===== src/common/cfg_defs.svh =====
// constants for the serial configuration word fields (bits 54..16)
// assumes a 125 MHz core clock and a 64-bit input word, msb first
`ifndef CFG_DEFS_SVH
`define CFG_DEFS_SVH

`define FRAME_BITS       64
`define FRAME_CNT_W      10
`define CFG_MSB          54
`define CFG_LSB          16
`define REF_PD_BIT       58
`define CB_MSB           15
`define CB_LSB           14
`define CB_EXPECT        2'h2
`define CFG_RST          39'h10_00fc_0000
`define REF_PULSE_OFF    7'h00
`define REF_PULSE_LOW    7'h18
`define REF_PULSE_MIN    7'h19
`define MCP_SYNC         2'h0
`define CLK_MHZ          125
`define SEQ_DELAY_NS     2000
`define SEQ_DELAY_CYC    ((`SEQ_DELAY_NS * `CLK_MHZ + 999) / 1000)

`endif


===== src/common/cfg_pkg.sv =====
// types shared by the configuration word logic
// the field struct packs exactly onto word bits 54..16
package cfg_pkg;

   typedef struct packed {
      logic       pump_en;
      logic       chan;
      logic       pd;
      logic       net;
      logic       clamp_en;
      logic       clamp_pin;
      logic       clamp_asym;
      logic       fclr;
      logic [3:0] ccs;
      logic [2:0] gain;
      logic [5:0] cap;
      logic [1:0] mcp;
      logic       stb_thr;
      logic [6:0] ref_pulse;
      logic       sync_mode_select;
      logic [6:0] bg_pulse;
   } cfg_t;

   typedef enum logic {SEQ_IDLE, SEQ_WAIT} seq_state_t;
   typedef enum logic {MEAS_IDLE, MEAS_RUN} meas_state_t;

endpackage


===== src/common/cfg_link_if.sv =====
// frame hand-off between the serial receiver and the field logic
// all signals live on the core clock
`timescale 1ns/1ps
`default_nettype none
interface cfg_link_if;
   logic [63:0] rx_word;
   logic        frame_ok;
   logic        frame_bad;
   logic [63:0] tx_word;
   modport rx   (output rx_word, output frame_ok, output frame_bad,
                 input tx_word);
   modport core (input rx_word, input frame_ok, input frame_bad,
                 output tx_word);
endinterface
`default_nettype wire


===== src/sensor_config_word_fields.sv =====
// configuration field logic for word bits 54..16 of the sensor interface
// assumes: pins are asynchronous; cycle_start/end come from the
// measurement sequencer on the core clock
//
// Notes on behaviour
// - pump enable 0 turns source off and parks C3 near reference.
// - deferred fields wait pending until the next measurement cycle starts.
// - readback of deferred fields shows the values of the last cycle.
// - channel, network, clamp pin and range latch only with source off.
// - channel select 0 routes to output 1, 1 to output 2.
// - pull-down on OUT1 follows its bit; resets on.
// - enable/pull-down changes in one frame are ordered with a gap.
// - network select 0 picks network A, 1 picks network B.
// - clamp enable switches the output voltage clamp.
// - clamp pin select 0 takes CL1, 1 takes CL2.
// - range bit 0 symmetric clamp range, 1 asymmetric.
// - fault clear 1 clears latched faults at frame end.
// - clean current field, four bits, resets to zero.
// - amplifier gain field, three bits, resets to zero.
// - capacitance code adds to a fixed 1 pF; resets all ones.
// - capacitance changes only while the source is off.
// - clock period field, reported and applied as 00 in sync mode.
// - heater threshold bit 0 is 250 mV, 1 is 425 mV.
// - nonzero reference pulse codes up to 0x18 run as 0x19.
// - sync mode set mid-cycle aborts the cycle and idles.
// - in sync mode a sync rising edge starts a cycle, clears counter.
// - band-gap pulse field, seven bits, resets to zero.
// - single-bit fields reset to 0 except the pull-down.
// - 64-bit word, msb first, sampled on link clock rising edge.
`timescale 1ns/1ps
`default_nettype none
`include "cfg_defs.svh"
module sensor_config_word_fields (
   input  wire logic       ref_clk_in,         // core clock, 125 MHz
   input  wire logic       sys_rst_in,         // sync reset, high
   input  wire logic       spi_clk_in,         // link clock pin
   input  wire logic       chip_select_n_in,   // link select, low
   input  wire logic       spi_din_in,         // link data in
   input  wire logic       sync_input_in,      // sync pin
   input  wire logic       cycle_start_in,     // free-run cycle start
   input  wire logic       cycle_end_in,       // sequencer cycle done
   output logic            spi_dout_out,       // link data out
   output logic            spi_dout_oe_out,    // link data out enable
   output logic            pump_source_en_out, // pump source on
   output logic            park_c3_out,        // C3 parking active
   output logic            pump_pulldown_out,  // OUT1 pull-down on
   output logic            pump_channel_out,   // 0 ch1, 1 ch2
   output logic            comp_network_out,   // 0 net A, 1 net B
   output logic            clamp_en_out,       // voltage clamp on
   output logic            clamp_pin_out,      // 0 CL1, 1 CL2
   output logic            clamp_asym_out,     // asymmetric range
   output logic [3:0]      clean_current_out,  // clean current code
   output logic [2:0]      gain_out,           // amplifier gain code
   output logic [5:0]      comp_cap_out,       // capacitance code
   output logic [1:0]      meas_period_out,    // clock period code
   output logic            heater_thr_out,     // 0 250 mV, 1 425 mV
   output logic [6:0]      ref_pulse_out,      // effective pulse code
   output logic [6:0]      bandgap_pulse_out,  // band-gap pulse code
   output logic            sync_mode_out,      // synchronized mode
   output logic            meas_start_out,     // cycle start pulse
   output logic            meas_abort_out,     // cycle abort pulse
   output logic            meas_cnt_clr_out,   // counter clear pulse
   output logic            meas_idle_out,      // no cycle running
   output logic            fault_clear_out,    // fault clear pulse
   output logic            spi_fault_out,      // frame fault latched
   output logic            spi_illegal_out     // illegal cmd latched
);
   import cfg_pkg::*;

   cfg_link_if link ();

   serial_word_rx u_rx (
      .ref_clk_in  (ref_clk_in),
      .sys_rst_in  (sys_rst_in),
      .spi_clk_in  (spi_clk_in),
      .cs_n_in     (chip_select_n_in),
      .din_in      (spi_din_in),
      .dout_out    (spi_dout_out),
      .dout_oe_out (spi_dout_oe_out),
      .link        (link)
   );

   cfg_t        pend_r;
   cfg_t        act_r;
   cfg_t        pend_nxt;

   logic        snc_r;
   meas_state_t meas_r;

   logic [2:0]  sy_s;
   logic        seq_en;
   logic        seq_pd;

   logic [63:0] tx_word_r;

   // sync pin: two flops before the edge detector
   always_ff @(posedge ref_clk_in) begin
      if (sys_rst_in)
         sy_s <= 3'h0;
      else
         sy_s <= {sy_s[1:0], sync_input_in};
   end
   wire sy_rise = sy_s[1] & ~sy_s[2];

   // frame decode
   wire cfg_t frame_cfg = link.rx_word[`CFG_MSB:`CFG_LSB];
   wire ref_pd_req = link.rx_word[`REF_PD_BIT];

   wire cb_ok      = link.rx_word[`CB_MSB:`CB_LSB] == `CB_EXPECT;
   wire frame_good = link.frame_ok & cb_ok;
   wire frame_corrupt = link.frame_bad | (link.frame_ok & ~cb_ok);

   // illegal combinations are refused rather than partly applied
   wire both_on    = frame_cfg.pump_en & (frame_cfg.pd | ref_pd_req);
   wire src_lock   = act_r.pump_en;
   wire clamp_lock = act_r.pump_en & act_r.clamp_en;

   wire src_change = (frame_cfg.chan != pend_r.chan) |
                     (frame_cfg.net  != pend_r.net)  |
                     (frame_cfg.cap  != pend_r.cap);

   wire clamp_change = (frame_cfg.clamp_pin  != pend_r.clamp_pin) |
                       (frame_cfg.clamp_asym != pend_r.clamp_asym);

   wire illegal    = both_on | (src_lock & src_change) |
                     (clamp_lock & clamp_change);
   wire frame_take = frame_good & ~illegal;

   // cycle control
   wire snc_nxt   = frame_take ? frame_cfg.sync_mode_select : snc_r;
   wire running   = meas_r == MEAS_RUN;

   wire abort     = frame_take & frame_cfg.sync_mode_select & ~snc_r & running;
   wire start_req = snc_nxt ? sy_rise : cycle_start_in;
   wire start     = start_req & ~abort;

   wire clr_req   = frame_take & frame_cfg.fclr;

   // pending copy; locked fields hold while the source runs
   always_comb begin
      pend_nxt = pend_r;
      if (frame_take) begin
         pend_nxt      = frame_cfg;
         pend_nxt.fclr = 1'b0;
         if (src_lock) begin
            pend_nxt.chan       = pend_r.chan;
            pend_nxt.net        = pend_r.net;
            pend_nxt.cap        = pend_r.cap;
            pend_nxt.clamp_pin  = pend_r.clamp_pin;
            pend_nxt.clamp_asym = pend_r.clamp_asym;
         end
      end
   end

   always_ff @(posedge ref_clk_in) begin
      if (sys_rst_in) begin
         pend_r <= `CFG_RST;
         act_r  <= `CFG_RST;
         snc_r  <= 1'b0;
      end else begin
         pend_r <= pend_nxt;
         snc_r  <= snc_nxt;

         // a frame landing with the start waits for the next cycle
         if (start)
            act_r <= pend_r;
      end
   end

   always_ff @(posedge ref_clk_in) begin
      if (sys_rst_in) begin
         meas_r           <= MEAS_IDLE;
         meas_start_out   <= 1'b0;
         meas_abort_out   <= 1'b0;
         meas_cnt_clr_out <= 1'b0;
         meas_idle_out    <= 1'b1;
      end else begin
         meas_start_out   <= start;
         meas_abort_out   <= abort;
         meas_cnt_clr_out <= start & snc_nxt;
         meas_idle_out    <= (meas_r == MEAS_IDLE) & ~start;

         case (meas_r)
            MEAS_IDLE:
               if (start)
                  meas_r <= MEAS_RUN;
            MEAS_RUN:
               if (abort)
                  meas_r <= MEAS_IDLE;
               else if (cycle_end_in && !start)
                  meas_r <= MEAS_IDLE;
            default: meas_r <= MEAS_IDLE;
         endcase
      end
   end

   // a refused frame never carries an accepted clear
   always_ff @(posedge ref_clk_in) begin
      if (sys_rst_in) begin
         spi_fault_out   <= 1'b0;
         spi_illegal_out <= 1'b0;
         fault_clear_out <= 1'b0;
      end else begin
         fault_clear_out <= clr_req;

         if (frame_corrupt) begin
            spi_fault_out   <= 1'b1;
            spi_illegal_out <= 1'b0;
         end else if (link.frame_ok && illegal) begin
            spi_fault_out   <= 1'b1;
            spi_illegal_out <= 1'b1;
         end else if (clr_req) begin
            spi_fault_out   <= 1'b0;
            spi_illegal_out <= 1'b0;
         end
      end
   end

   pump_power_seq #(
      .DELAY_CYC (`SEQ_DELAY_CYC)
   ) u_seq (
      .ref_clk_in (ref_clk_in),
      .sys_rst_in (sys_rst_in),
      .req_en_in  (act_r.pump_en),
      .req_pd_in  (act_r.pd),
      .en_out     (seq_en),
      .pd_out     (seq_pd)
   );

   // short codes are raised to the least usable pulse
   wire ref_short = (act_r.ref_pulse != `REF_PULSE_OFF) &&
                    (act_r.ref_pulse <= `REF_PULSE_LOW);

   wire [6:0] ref_eff = ref_short ? `REF_PULSE_MIN : act_r.ref_pulse;
   wire [1:0] mcp_eff = snc_r ? `MCP_SYNC : act_r.mcp;

   always_ff @(posedge ref_clk_in) begin
      if (sys_rst_in) begin
         pump_source_en_out <= 1'b0;
         park_c3_out        <= 1'b1;
         pump_pulldown_out  <= 1'b1;

         pump_channel_out   <= 1'b0;
         comp_network_out   <= 1'b0;
         clamp_en_out       <= 1'b0;
         clamp_pin_out      <= 1'b0;
         clamp_asym_out     <= 1'b0;

         clean_current_out  <= 4'h0;
         gain_out           <= 3'h0;
         comp_cap_out       <= 6'h3f;
         meas_period_out    <= 2'h0;
         heater_thr_out     <= 1'b0;
         ref_pulse_out      <= 7'h00;
         bandgap_pulse_out  <= 7'h00;

         sync_mode_out      <= 1'b0;
      end else begin
         pump_source_en_out <= seq_en;
         park_c3_out        <= ~seq_en;
         pump_pulldown_out  <= seq_pd;

         pump_channel_out   <= act_r.chan;
         comp_network_out   <= act_r.net;
         clamp_en_out       <= act_r.clamp_en;
         clamp_pin_out      <= act_r.clamp_pin;
         clamp_asym_out     <= act_r.clamp_asym;

         clean_current_out  <= act_r.ccs;
         gain_out           <= act_r.gain;
         comp_cap_out       <= act_r.cap;
         meas_period_out    <= mcp_eff;
         heater_thr_out     <= act_r.stb_thr;
         ref_pulse_out      <= ref_eff;
         bandgap_pulse_out  <= act_r.bg_pulse;

         sync_mode_out      <= snc_r;
      end
   end

   // readback shows the settings in use, the raw pulse code included
   cfg_t rep;
   always_comb begin
      rep      = act_r;
      rep.fclr = 1'b0;
      rep.mcp  = mcp_eff;
      rep.sync_mode_select  = snc_r;
   end

   always_ff @(posedge ref_clk_in) begin
      if (sys_rst_in)
         tx_word_r <= 64'h0;
      else
         tx_word_r <= {9'h000, rep, `CB_EXPECT, 14'h0000};
   end
   assign link.tx_word = tx_word_r;

endmodule
`default_nettype wire


===== src/serial_word_rx.sv =====
// serial word receiver: oversamples clock, select and data pins
// assumes the link clock is much slower than the core clock
`timescale 1ns/1ps
`default_nettype none
`include "cfg_defs.svh"
module serial_word_rx (
   input  wire logic ref_clk_in,     // core clock
   input  wire logic sys_rst_in,     // sync reset, high
   input  wire logic spi_clk_in,     // link clock pin
   input  wire logic cs_n_in,        // chip select pin, low active
   input  wire logic din_in,         // serial data in pin
   output logic      dout_out,       // serial data out
   output logic      dout_oe_out,    // data out drive enable
   cfg_link_if.rx    link            // frame hand-off
);
   logic [2:0]              clk_s, cs_s, din_s;
   logic [63:0]             rx_sh_r, tx_sh_r;
   logic [`FRAME_CNT_W-1:0] cnt_r;
   logic                    frame_ok_r, frame_bad_r;
   wire clk_rise = clk_s[1] & ~clk_s[2];
   wire cs_fall  = ~cs_s[1] & cs_s[2];
   wire cs_rise  = cs_s[1] & ~cs_s[2];
   // a frame may be 64 bits plus whole bytes passed through
   wire len_ok   = (cnt_r >= `FRAME_CNT_W'(`FRAME_BITS)) &&
                   (cnt_r[2:0] == 3'h0);
   wire cnt_max  = &cnt_r;

   assign link.rx_word   = rx_sh_r;
   assign link.frame_ok  = frame_ok_r;
   assign link.frame_bad = frame_bad_r;

   always_ff @(posedge ref_clk_in) begin
      if (sys_rst_in) begin
         clk_s <= 3'h0;
         cs_s  <= 3'h7;
         din_s <= 3'h0;
      end else begin
         clk_s <= {clk_s[1:0], spi_clk_in};
         cs_s  <= {cs_s[1:0], cs_n_in};
         din_s <= {din_s[1:0], din_in};
      end
   end

   always_ff @(posedge ref_clk_in) begin
      if (sys_rst_in) begin
         rx_sh_r     <= 64'h0;
         tx_sh_r     <= 64'h0;
         cnt_r       <= '0;
         dout_out    <= 1'b0;
         dout_oe_out <= 1'b0;
         frame_ok_r  <= 1'b0;
         frame_bad_r <= 1'b0;
      end else begin
         frame_ok_r  <= cs_rise & len_ok;
         frame_bad_r <= cs_rise & ~len_ok;
         dout_oe_out <= ~cs_s[1];
         if (cs_fall) begin
            cnt_r    <= '0;
            dout_out <= link.tx_word[63];
            tx_sh_r  <= {link.tx_word[62:0], 1'b0};
         end else if (clk_rise && !cs_s[1]) begin
            rx_sh_r  <= {rx_sh_r[62:0], din_s[1]};
            // after the own word the input bits are passed on
            tx_sh_r  <= {tx_sh_r[62:0], din_s[1]};
            dout_out <= tx_sh_r[63];
            if (!cnt_max)
               cnt_r <= cnt_r + `FRAME_CNT_W'(1);
         end
      end
   end
endmodule
`default_nettype wire


===== src/pump_power_seq.sv =====
// orders pump source enable against its pull-down with a settle gap
// requests come from the active field copy on the same clock
`timescale 1ns/1ps
`default_nettype none
`include "cfg_defs.svh"
module pump_power_seq #(
   parameter int DELAY_CYC = `SEQ_DELAY_CYC
) (
   input  wire logic ref_clk_in,   // core clock
   input  wire logic sys_rst_in,   // sync reset, high
   input  wire logic req_en_in,    // wanted source enable
   input  wire logic req_pd_in,    // wanted pull-down enable
   output logic      en_out,       // applied source enable
   output logic      pd_out        // applied pull-down enable
);
   import cfg_pkg::*;
   seq_state_t  st_r;
   logic [15:0] wait_r;
   wire up_first = req_en_in & ~en_out & pd_out & ~req_pd_in;
   wire dn_first = ~req_en_in & en_out & ~pd_out & req_pd_in;

   always_ff @(posedge ref_clk_in) begin
      if (sys_rst_in) begin
         st_r   <= SEQ_IDLE;
         wait_r <= 16'h0;
         en_out <= 1'b0;
         pd_out <= 1'b1;
      end else begin
         case (st_r)
            SEQ_IDLE: begin
               wait_r <= 16'(DELAY_CYC - 1);
               if (up_first) begin
                  pd_out <= 1'b0;
                  st_r   <= SEQ_WAIT;
               end else if (dn_first) begin
                  en_out <= 1'b0;
                  st_r   <= SEQ_WAIT;
               end else begin
                  en_out <= req_en_in;
                  pd_out <= req_pd_in;
               end
            end
            SEQ_WAIT: begin
               wait_r <= wait_r - 16'h1;
               if (wait_r == 16'h0) begin
                  en_out <= req_en_in;
                  pd_out <= req_pd_in;
                  st_r   <= SEQ_IDLE;
               end
            end
            default: st_r <= SEQ_IDLE;
         endcase
      end
   end
endmodule
`default_nettype wire


===== config.mk =====
export PLATFORM = sky130hd
export DESIGN_NAME = sensor_config_word_fields
export DESIGN_NICKNAME = d
export VERILOG_FILES = /design/src/common/cfg_pkg.sv /design/src/common/cfg_link_if.sv /design/src/sensor_config_word_fields.sv /design/src/serial_word_rx.sv /design/src/pump_power_seq.sv
export VERILOG_INCLUDE_DIRS = /design/src /design/src/common
export SDC_FILE = /design/constraint.sdc
export NUM_CORES = 1
export LEC_CHECK = 0
export BUFFER_PORTS_ARGS = -buffer_cell sky130_fd_sc_hd__buf_4
export CAP_MARGIN = 30
export CORE_UTILIZATION = 52
export DETAILED_ROUTE_END_ITERATION = 12
export GPL_TIMING_DRIVEN = 0
export PLACE_DENSITY = 0.69
export SLEW_MARGIN = 20
export SYNTH_ARGS = -nofsm -noshare
export SYNTH_HDL_FRONTEND = slang
export SYNTH_SLANG_ARGS = --single-unit

===== constraint.sdc =====
create_clock -name ref_clk_in -period 2.81 [get_ports ref_clk_in]
set_input_delay 0.562 -clock ref_clk_in [delete_from_list [all_inputs] [get_ports ref_clk_in]]
set_output_delay 0.562 -clock ref_clk_in [all_outputs]
set_load 0.02 [all_outputs]

==> results of run 1 <==
metrics by stage:
stage / power [mW] / setup TNS [ns]
finish: 8.33 / 0
detailed placement: 4.67 / -18.00
CTS: 8.40 / 0
floorplan: 4.59 / 0
global route: 8.62 / 0
global placement: 4.67 / -14.42
placed cells by master (no fill, tap or decap), drive strengths merged, types with 25 or more instances in the layout:
cell type,Yosys,final
clkbuf,60,110
nand2,158,158
a21oi,78,78
buf,26,87
a222oi,39,39
mux2i,56,56
nor2b,66,66
dfxtp,305,305
nor2,142,142
a22oi,25,25
worst max-delay path: stages, from the launching register on:
cell and delay (ns):
dfxtp_1 0.34, xor2_1 0.16, nor4_1 0.41, nand3_1 0.18, a21oi_2 0.30, mux2i_4 0.30
buf_12 0.16, buf_2 0.27, mux2_1 0.35
registers in the layout, summed over array words and instances, names as in the netlist, 2 cells and up:
register and cells:
u_rx.clk_s 3, u_rx.link.rx_word 59, u_rx.tx_sh_r 64, clean_current_out 3
sy_s 3, link.tx_word 27, ref_pulse_out 7, gain_out 2
u_rx.cnt_r 10, u_seq.wait_r 16, comp_cap_out 6, bandgap_pulse_out 6
pend_r 37, act_r 36, u_rx.cs_s 3, u_rx.din_s 2
layout make-up:
class                      count  area share (%)
buffer                        86            3.18
clock buffer                  49            7.39
clock inverter                 2          0.0801
inverter                      21           0.631
multi-input combinational    695            33.3
sequential                   305            48.9
tap                          270            2.70
timing repair buffer          62            3.82
routing by layer:
metal  vias to the layer above  global-route usage [%]
met5                         -                       0
met4                         0                    6.11
met3                        28                    3.13
met2                       191                    36.4
met1                      3739                    30.8
li1                       3930                       -
cells by family after synthesis:
logic type	synth area share [%]
AND/OR/NAND/NOR	17.5
AO/OA/AOI/OAI	10.9
multiplexers	7.78
XOR/XNOR	2.20
flip-flops	56.9
adder cells (fa/ha/maj)	0.350
buffers and inverters	4.41
path summary, 6_finish.rpt:
path,start,endpoint,slack (ns)
hold / removal,chip_select_n_in,u_rx.cs_s[0],0.21
setup reg to reg,pend_r[22],act_r[4],0.21
hold reg to reg,u_rx.cs_s[0],u_rx.cs_s[1],0.42
setup / recovery,pend_r[22],act_r[4],0.21
timing repair:
| action | 4_1_cts | 5_1_grt |
|---|---|---|
| gates resized for setup | 3 | 3 |
| setup endpoints to repair | 83 | 32 |
| hold buffers | 0 | 0 |
| hold endpoints to repair | 0 | 0 |
| setup buffers | 0 | 4 |
| pin swaps | 0 | 0 |
cells in the mapped netlist, types with 2 or more instances:
cell type and n:
and3_1 3, dfxtp_1 305, nand4_1 2, ha_1 3, xor2_1 16, a222oi_1 39
nor2b_1 66, nand3_1 5, xnor2_1 11, o21ai_0 5, nor2_1 142, and2_1 3
clkbuf_1 60, buf_2 9, o31ai_1 2, a22oi_1 25, mux2_1 24, nand2b_1 3
a21oi_1 77, nor4_1 5, or2_2 4, o21ai_1 5, mux2i_1 55, nand2_1 158
a31oi_1 3, buf_4 16, inv_1 21, nor3_1 7, or3_1 5, a21bo_1 2
nor3b_1 2, or3b_1 2, and4_1 4
power by group:
group | internal [mW] | total, mW | switching (mW)
sequential | 4.35 | 4.37 | 0.0159
combinational | 0.0639 | 0.219 | 0.156
clock | 2.21 | 3.74 | 1.53
total | 6.63 | 8.33 | 1.70
==> flow_metrics.tcl, run 1 <==
set metrics [dict create \
    power.density_nw_per_um2 666 \
    cts.htree.levels 1 \
    rsz0062_at_grt "false" \
    syn-num-nets 1118 \
    synth_top_flop_cell "dfxtp_1" \
    cap_violations 0 \
    synth_warnings 0 \
    grt_max_degree 15 \
    fp.dieW_um 146 \
    setup_viol 0 \
    multi_input_area_um2 4170 \
    place_inst 1433 \
    initial_utilization_pct 53.0 \
    fp.dieH_um 146 \
    syn-cell-area_um2 10700 \
    regArea_um2 6110 \
    final.period_utilization_pct 92.6 \
    worstPathArrival_ns 3.02 \
    clk_latency_ns 0.54 \
    hold_viol 0 \
    fillers 1721 \
    whs_ns 0.208 \
    setup_slack_ns 0.207 \
    finClkSkew_ns 0.0114 \
    syn_avg_cell_area_um2 9.69 \
    synthArstFlopShare_pct 0 \
    fp-row-count 52 \
    synth_cell_types 51 \
    dpl.hpwl_mm 16.5 \
    gp_congestion 0.836 \
    finalCriticalPeriod_ns 2.60 \
    grt_usage_pct 22.2 \
    cts_tree "built" \
    numPortBuffers 55 \
    syn2layout_area_growth_pct 16.5 \
    io_pins 56 \
    drt-total-wl_mm 23.4 \
    drive_above_1_share_pct 11.5 \
    vias 7888 \
    worst_pin_slew_ns 0.657 \
    synth_cells 1107 \
    overflow 0 \
    cp-start-kind "register" \
    numClockSinks 305 \
    grt_pass1_wl_mm 38.1 \
    dr.pass1.iters 8 \
    clockBufferDepth 3 \
    highest_layer "met4" \
    coreArea_um2 20200 \
    clock_tree.root_cell "clkbuf_16" \
    fin_util_pct 61.8 \
    min_path_type "in -> reg" \
    synth_top_cell_area_share_pct 56.9 \
    cts_made_buffers 30 \
    crit_type "reg -> reg" \
    final_cells 1490 \
    reg2regPathDepth 8 \
    synth_edf_count 0 \
    grt_pass1_vias 7422 \
    wl_met1_mm 11.1 \
    fmax_ghz 0.384 \
    cp.required_ns 3.22 \
    antenna_found_initial 0 \
    synth_top_area_cell "dfxtp_1" \
    antenna_left 0 \
    placed_cell_area_um2 11500 \
    viasPerCell 5.29 \
    status "complete, no violations" \
    nets 1212 \
    wl_per_cell_um 15.7 \
    yosysSeqAreaShare_pct 56.9 \
    relSlewSlack_pct 56.2 \
    hold_depth 2 \
    drt_iter0_markers 498 \
    drc 0 \
    dpl_worst_slack_ns -0.217 \
    antenna_cells 0 \
    die_area_um2 21200 \
    dr_wl_met2_mm 10.8 \
    synth.area.top_cells "dfxtp_1 (57%), nand2_1 (5.5%), mux2i_1 (5.1%), nor2_1 (5.0%), nor2b_1 (3.8%)" \
    path_clk_slew_ns 0.06 \
    crit_fanout 10 \
    postLayoutCellArea_um2 12500 \
    ys_ff_latch 305 \
    routed-wl-met3_mm 1.08 \
    cp-end-kind "register" \
    slew_viol_final 0 \
    leakagePower_nw 4.74 \
    max-vdd-ir-drop_mv 0.418 \
]
Power figures use the tool's default switching activity.
==> run 2: changes to the inputs <==
--- a/config.mk
+++ b/config.mk
@@ -8,10 +8,9 @@
 export LEC_CHECK = 0
 export BUFFER_PORTS_ARGS = -buffer_cell sky130_fd_sc_hd__buf_4
 export CAP_MARGIN = 30
-export CORE_UTILIZATION = 52
+export CORE_UTILIZATION = 45
 export DETAILED_ROUTE_END_ITERATION = 12
 export GPL_TIMING_DRIVEN = 0
-export PLACE_DENSITY = 0.69
 export SLEW_MARGIN = 20
 export SYNTH_ARGS = -nofsm -noshare
 export SYNTH_HDL_FRONTEND = slang
==> flow_metrics.tcl, run 2 (synthesized netlist as in run 1, its figures left out) <==
set metrics [dict create \
    max-vdd-ir-drop_mv 0.460 \
    drt_iter0_markers 627 \
    total_power_mw 8.54 \
    regArea_um2 6110 \
    nets 1207 \
    power.density_nw_per_um2 680 \
    leakagePower_nw 4.73 \
    cts_tree "built" \
    whs_ns 0.205 \
    max_stage_delay_ns 0.52 \
    dr.pass1.iters 7 \
    reg2regPathDepth 6 \
    crit_type "reg -> reg" \
    crit_fanout 10 \
    status "complete, no violations" \
    largest_reg_flops 64 \
    vias 7777 \
    postLayoutCellArea_um2 12600 \
    overflow 0 \
    dpl.hpwl_mm 16.9 \
    top_register "u_rx.tx_sh_r" \
    crit_slowest_cell "or3b_1" \
    fin_tns_setup_ns 0 \
    power_switching_mw 1.80 \
    grt_pass1_wl_mm 38.7 \
    initial_utilization_pct 45.8 \
    drc 0 \
    antenna_cells 0 \
    clk_latency_ns 0.56 \
    viasPerCell 5.07 \
    cp.required_ns 3.29 \
    fillers 2179 \
    cts_made_buffers 30 \
    cp_cell_sequence "or3b_1 > nor2_2 > clkbuf_2 > clkbuf_1 > a22oi_1 > nor2_1" \
    worst_pin_slew_ns 0.757 \
    final.period_utilization_pct 90.2 \
    p_comb_share_pct 2.5 \
    drt-total-wl_mm 23.9 \
    gp_congestion 0.794 \
    antenna_found_initial 0 \
    grt_pass1_vias 7185 \
    relSlewSlack_pct 49.4 \
    rsz0062_at_grt "false" \
    fp.dieW_um 156 \
    fmax_ghz 0.395 \
    swShare_pct 21.1 \
    grt_usage_pct 20.1 \
    clkPwrFrac_pct 46.4 \
    cts.htree.levels 1 \
    power.internal_mw 6.74 \
    min_path_type "in -> reg" \
    multi_input_area_um2 4170 \
    coreArea_um2 23400 \
    path_clk_slew_ns 0.06 \
    layout_common_cells "dfxtp_1 (305), nand2_1 (158), nor2_1 (139), a21oi_1 (77), buf_4 (73)" \
    numPortBuffers 55 \
    clock_tree.root_cell "clkbuf_16" \
    hold_depth 2 \
    die_area_um2 24500 \
    numClockSinks 305 \
    worstPathBufferInverterCount 2 \
    cp-start-kind "register" \
    fp-row-count 56 \
    drive_above_1_share_pct 11.7 \
    placed_cell_area_um2 11500 \
    crit_family "simple AND/OR/NAND/NOR gates" \
    final_common_cell "dfxtp_1" \
    slew_viol_final 0 \
    cp-end-kind "register" \
    worstPathArrival_ns 3.01 \
    clockBufferDepth 3 \
    cap_violations 0 \
    fp.dieH_um 156 \
    setup_viol 0 \
    antenna_left 0 \
    io_pins 56 \
    finClkSkew_ns 0.0190 \
    p_seq_share_pct 51.1 \
    syn2layout_area_growth_pct 17.0 \
    path_depth 6 \
    wl_per_cell_um 15.6 \
    grt_max_degree 16 \
    finalCriticalPeriod_ns 2.53 \
    hold_viol 0 \
    fin_util_pct 53.7 \
    postCtsHoldBufs 0 \
]
## run 2: path summary, 6_finish.rpt
path | from | end | slack [ns]
worst min register to register | u_rx.cs_s[0] | u_rx.cs_s[1] | 0.41
worst max register to register | u_rx.cs_s[1] | u_rx.tx_sh_r[57] | 0.28
worst max-delay path | u_rx.cs_s[1] | u_rx.tx_sh_r[57] | 0.28
worst min-delay path | chip_select_n_in | u_rx.cs_s[0] | 0.20
## run 2: power by group through the flow
stage                     sequential [mW]  clock [mW]  combinational [mW]
after CTS                            4.36        4.03               0.220
after global placement               4.46           0               0.215
after global routing                 4.36        4.22               0.237
final                                4.36        3.96               0.217
after detailed placement             4.46           0               0.215
after floorplan                      4.46           0               0.130
## run 2: what timing repair did
action | 4_1_cts | 5_1_grt
pin swaps | 0 | 0
setup buffers | 2 | 0
setup endpoints to repair | 65 | 19
gates resized for setup | 2 | 5
## run 2: worst reg2reg max path, cell delays in order, from the launching register on
cell and delay [ns]:
dfxtp_1 0.38, or3b_1 0.52, nor2_2 0.44, clkbuf_2 0.39
clkbuf_1 0.45, a22oi_1 0.18, nor2_1 0.11
## run 2: layout make-up
type | count | area share, %
plain buffers | 86 | 3.19
clock buffers | 40 | 6.60
clock inverters | 11 | 1.15
inverters | 21 | 0.628
multi-input cells | 695 | 33.2
flip-flops and latches | 305 | 48.6
well taps | 319 | 3.18
repair buffers | 57 | 3.41
## run 2: per-layer routing
| layer | global-route usage (%) | routed length, µm |
|---|---|---|
| met2 | 31.5 | 10600 |
| met5 | 0 | 0 |
| met4 | 4.72 | 478 |
| met1 | 29.1 | 11800 |
| met3 | 2.69 | 1070 |
## run 2: metrics by stage
| step | instances | worst slack [ns] |
|---|---|---|
| 6_report | 1534 | 0.277 |
| 5_1_grt | 1534 | 0.105 |
| 4_1_cts | 1534 | 0.112 |
| 3_5_place_dp | 1481 | -0.290 |
| 3_3_place_gp | 1481 | -0.276 |
| 2_1_floorplan | 1107 | 0.494 |
==> run 3: changes to the inputs <==
--- a/config.mk
+++ b/config.mk
@@ -11,6 +11,7 @@
 export CORE_UTILIZATION = 45
 export DETAILED_ROUTE_END_ITERATION = 12
 export GPL_TIMING_DRIVEN = 0
+export RECOVER_POWER = 50
 export SLEW_MARGIN = 20
 export SYNTH_ARGS = -nofsm -noshare
 export SYNTH_HDL_FRONTEND = slang
==> flow_metrics.tcl, run 3 (synthesized netlist as in run 1, its figures left out) <==
set metrics [dict create \
    io_pins 56 \
    coreArea_um2 23400 \
    dpl.hpwl_mm 16.9 \
    gp_congestion 0.794 \
    path_clk_slew_ns 0.06 \
    crit_fanout 10 \
    r2r-end "act_r[18]" \
    grt_usage_pct 20.1 \
    layout_common_cells "dfxtp_1 (305), nand2_1 (158), nor2_1 (141), clkbuf_1 (115), a21oi_1 (77)" \
    multi_input_area_um2 4160 \
    slew_viol_final 0 \
    top_register "u_rx.tx_sh_r" \
    setup_viol 0 \
    antenna_left 0 \
    drt-total-wl_mm 24.0 \
    antenna_cells 0 \
    cts_tree "built" \
    power.density_nw_per_um2 691 \
    r2r-start "pend_r[22]" \
    final.period_utilization_pct 92.9 \
    grt_pass1_wl_mm 38.7 \
    status "complete, no violations" \
    critPathLaunch "pend_r[22]" \
    relSlewSlack_pct 19.0 \
    numPortBuffers 55 \
    finalCriticalPeriod_ns 2.61 \
    final_common_cell "dfxtp_1" \
    worst_pin_slew_ns 1.21 \
    clock_tree.root_cell "clkbuf_16" \
    largest_reg_flops 64 \
    fillers 2201 \
    cp.required_ns 3.28 \
    syn2layout_area_growth_pct 15.2 \
    dr.pass1.iters 7 \
    crit_path_end "act_r[18]" \
    grt_pass1_vias 7185 \
    cap_violations 0 \
    clockBufferDepth 3 \
    antenna_found_initial 0 \
    rsz0062_at_grt "false" \
    viasPerCell 5.07 \
    regArea_um2 6110 \
    reg2regPathDepth 8 \
    total_power_mw 8.54 \
    placed_cell_area_um2 11500 \
    wl_per_cell_um 15.7 \
    finClkSkew_ns 0.0170 \
    drive_above_1_share_pct 7.24 \
    fp-row-count 56 \
    fmax_ghz 0.383 \
    nets 1207 \
    drc 0 \
    hold_viol 0 \
    die_area_um2 24500 \
    max-vdd-ir-drop_mv 0.459 \
    postLayoutCellArea_um2 12400 \
    fp.dieH_um 156 \
    leakagePower_nw 4.52 \
    clk_latency_ns 0.56 \
    worstPathArrival_ns 3.08 \
    grt_max_degree 16 \
    initial_utilization_pct 45.8 \
    vias 7776 \
    cts.htree.levels 1 \
    cp-start-kind "register" \
    cp-end-kind "register" \
    r2r_setup_slack_ns 0.20 \
    drt_iter0_markers 611 \
    whs_ns 0.204 \
    crit_type "reg -> reg" \
    min_path_type "in -> reg" \
    overflow 0 \
    fp.dieW_um 156 \
    cts_made_buffers 30 \
    numClockSinks 305 \
]
run 3: cell types whose count changed in the layout (fill, tap and decap cells not counted), sizes merged:
cell	before	now
buf	81	31
clkbuf	102	152
run 3: timing repair:
action / 4_1_cts / 5_1_grt
setup endpoints to repair: 65 / 19
gates resized for setup: 2 / 5
pin swaps: 0 / 0
hold buffers: 0 / 0
buffers inserted: 2 / 0
run 3: area by class of cell:
class / count / share of cell area, %
sequential: 305 / 49.4
multi-input combinational: 695 / 33.6
clock buffer: 40 / 6.70
buffer: 86 / 3.23
tap: 319 / 3.23
timing repair buffer: 57 / 1.97
clock inverter: 11 / 1.16
inverter: 21 / 0.638
run 3: worst min path at each step:
stage | startpoint | end | slack, ns | cells past startpoint
global route | chip_select_n_in | u_rx.cs_s[0] | 0.19 | 2
CTS | chip_select_n_in | u_rx.cs_s[0] | 0.18 | 2
detailed placement | u_rx.cs_s[0] | u_rx.cs_s[1] | 0.40 | 1
finish | chip_select_n_in | u_rx.cs_s[0] | 0.20 | 2
global placement | u_rx.cs_s[0] | u_rx.cs_s[1] | 0.40 | 1
floorplan | u_rx.cs_s[0] | u_rx.cs_s[1] | 0.39 | 1
run 3: metal layers:
metal	part of all wire (%)	vias to the layer above	GRT usage, %
met3	4.4	34	2.69
met1	50	3678	29.1
li1	-	3918	-
met4	2.0	0	4.72
met5	0	-	0
met2	44	146	31.5
run 3: through the flow:
step / cells / setup TNS [ns] / setup WS [ns] / utilization (%)
3_3_place_gp: 1481 / -28.23 / -0.276 / 49.3
6_report: 1534 / 0 / 0.199 / 52.8
5_1_grt: 1534 / 0 / 0.0528 / 52.8
4_1_cts: 1534 / 0 / 0.112 / 53.6
2_1_floorplan: 1107 / 0 / 0.494 / -
3_5_place_dp: 1481 / -30.03 / -0.290 / 49.3
run 3: report_power, final:
group / total, mW / switching, mW / internal (mW)
Clock: 3.96 / 1.63 / 2.33
Combinational: 0.215 / 0.158 / 0.0566
Sequential: 4.36 / 0.0144 / 4.35
run 3: critical path: stages, from the launching register on:
cell and delay, ns:
dfxtp_1 0.33, xor2_1 0.17, nor4_1 0.41, nand3_1 0.18, a21oi_2 0.31, mux2i_4 0.39, buf_4 0.20, buf_2 0.32
mux2i_1 0.22
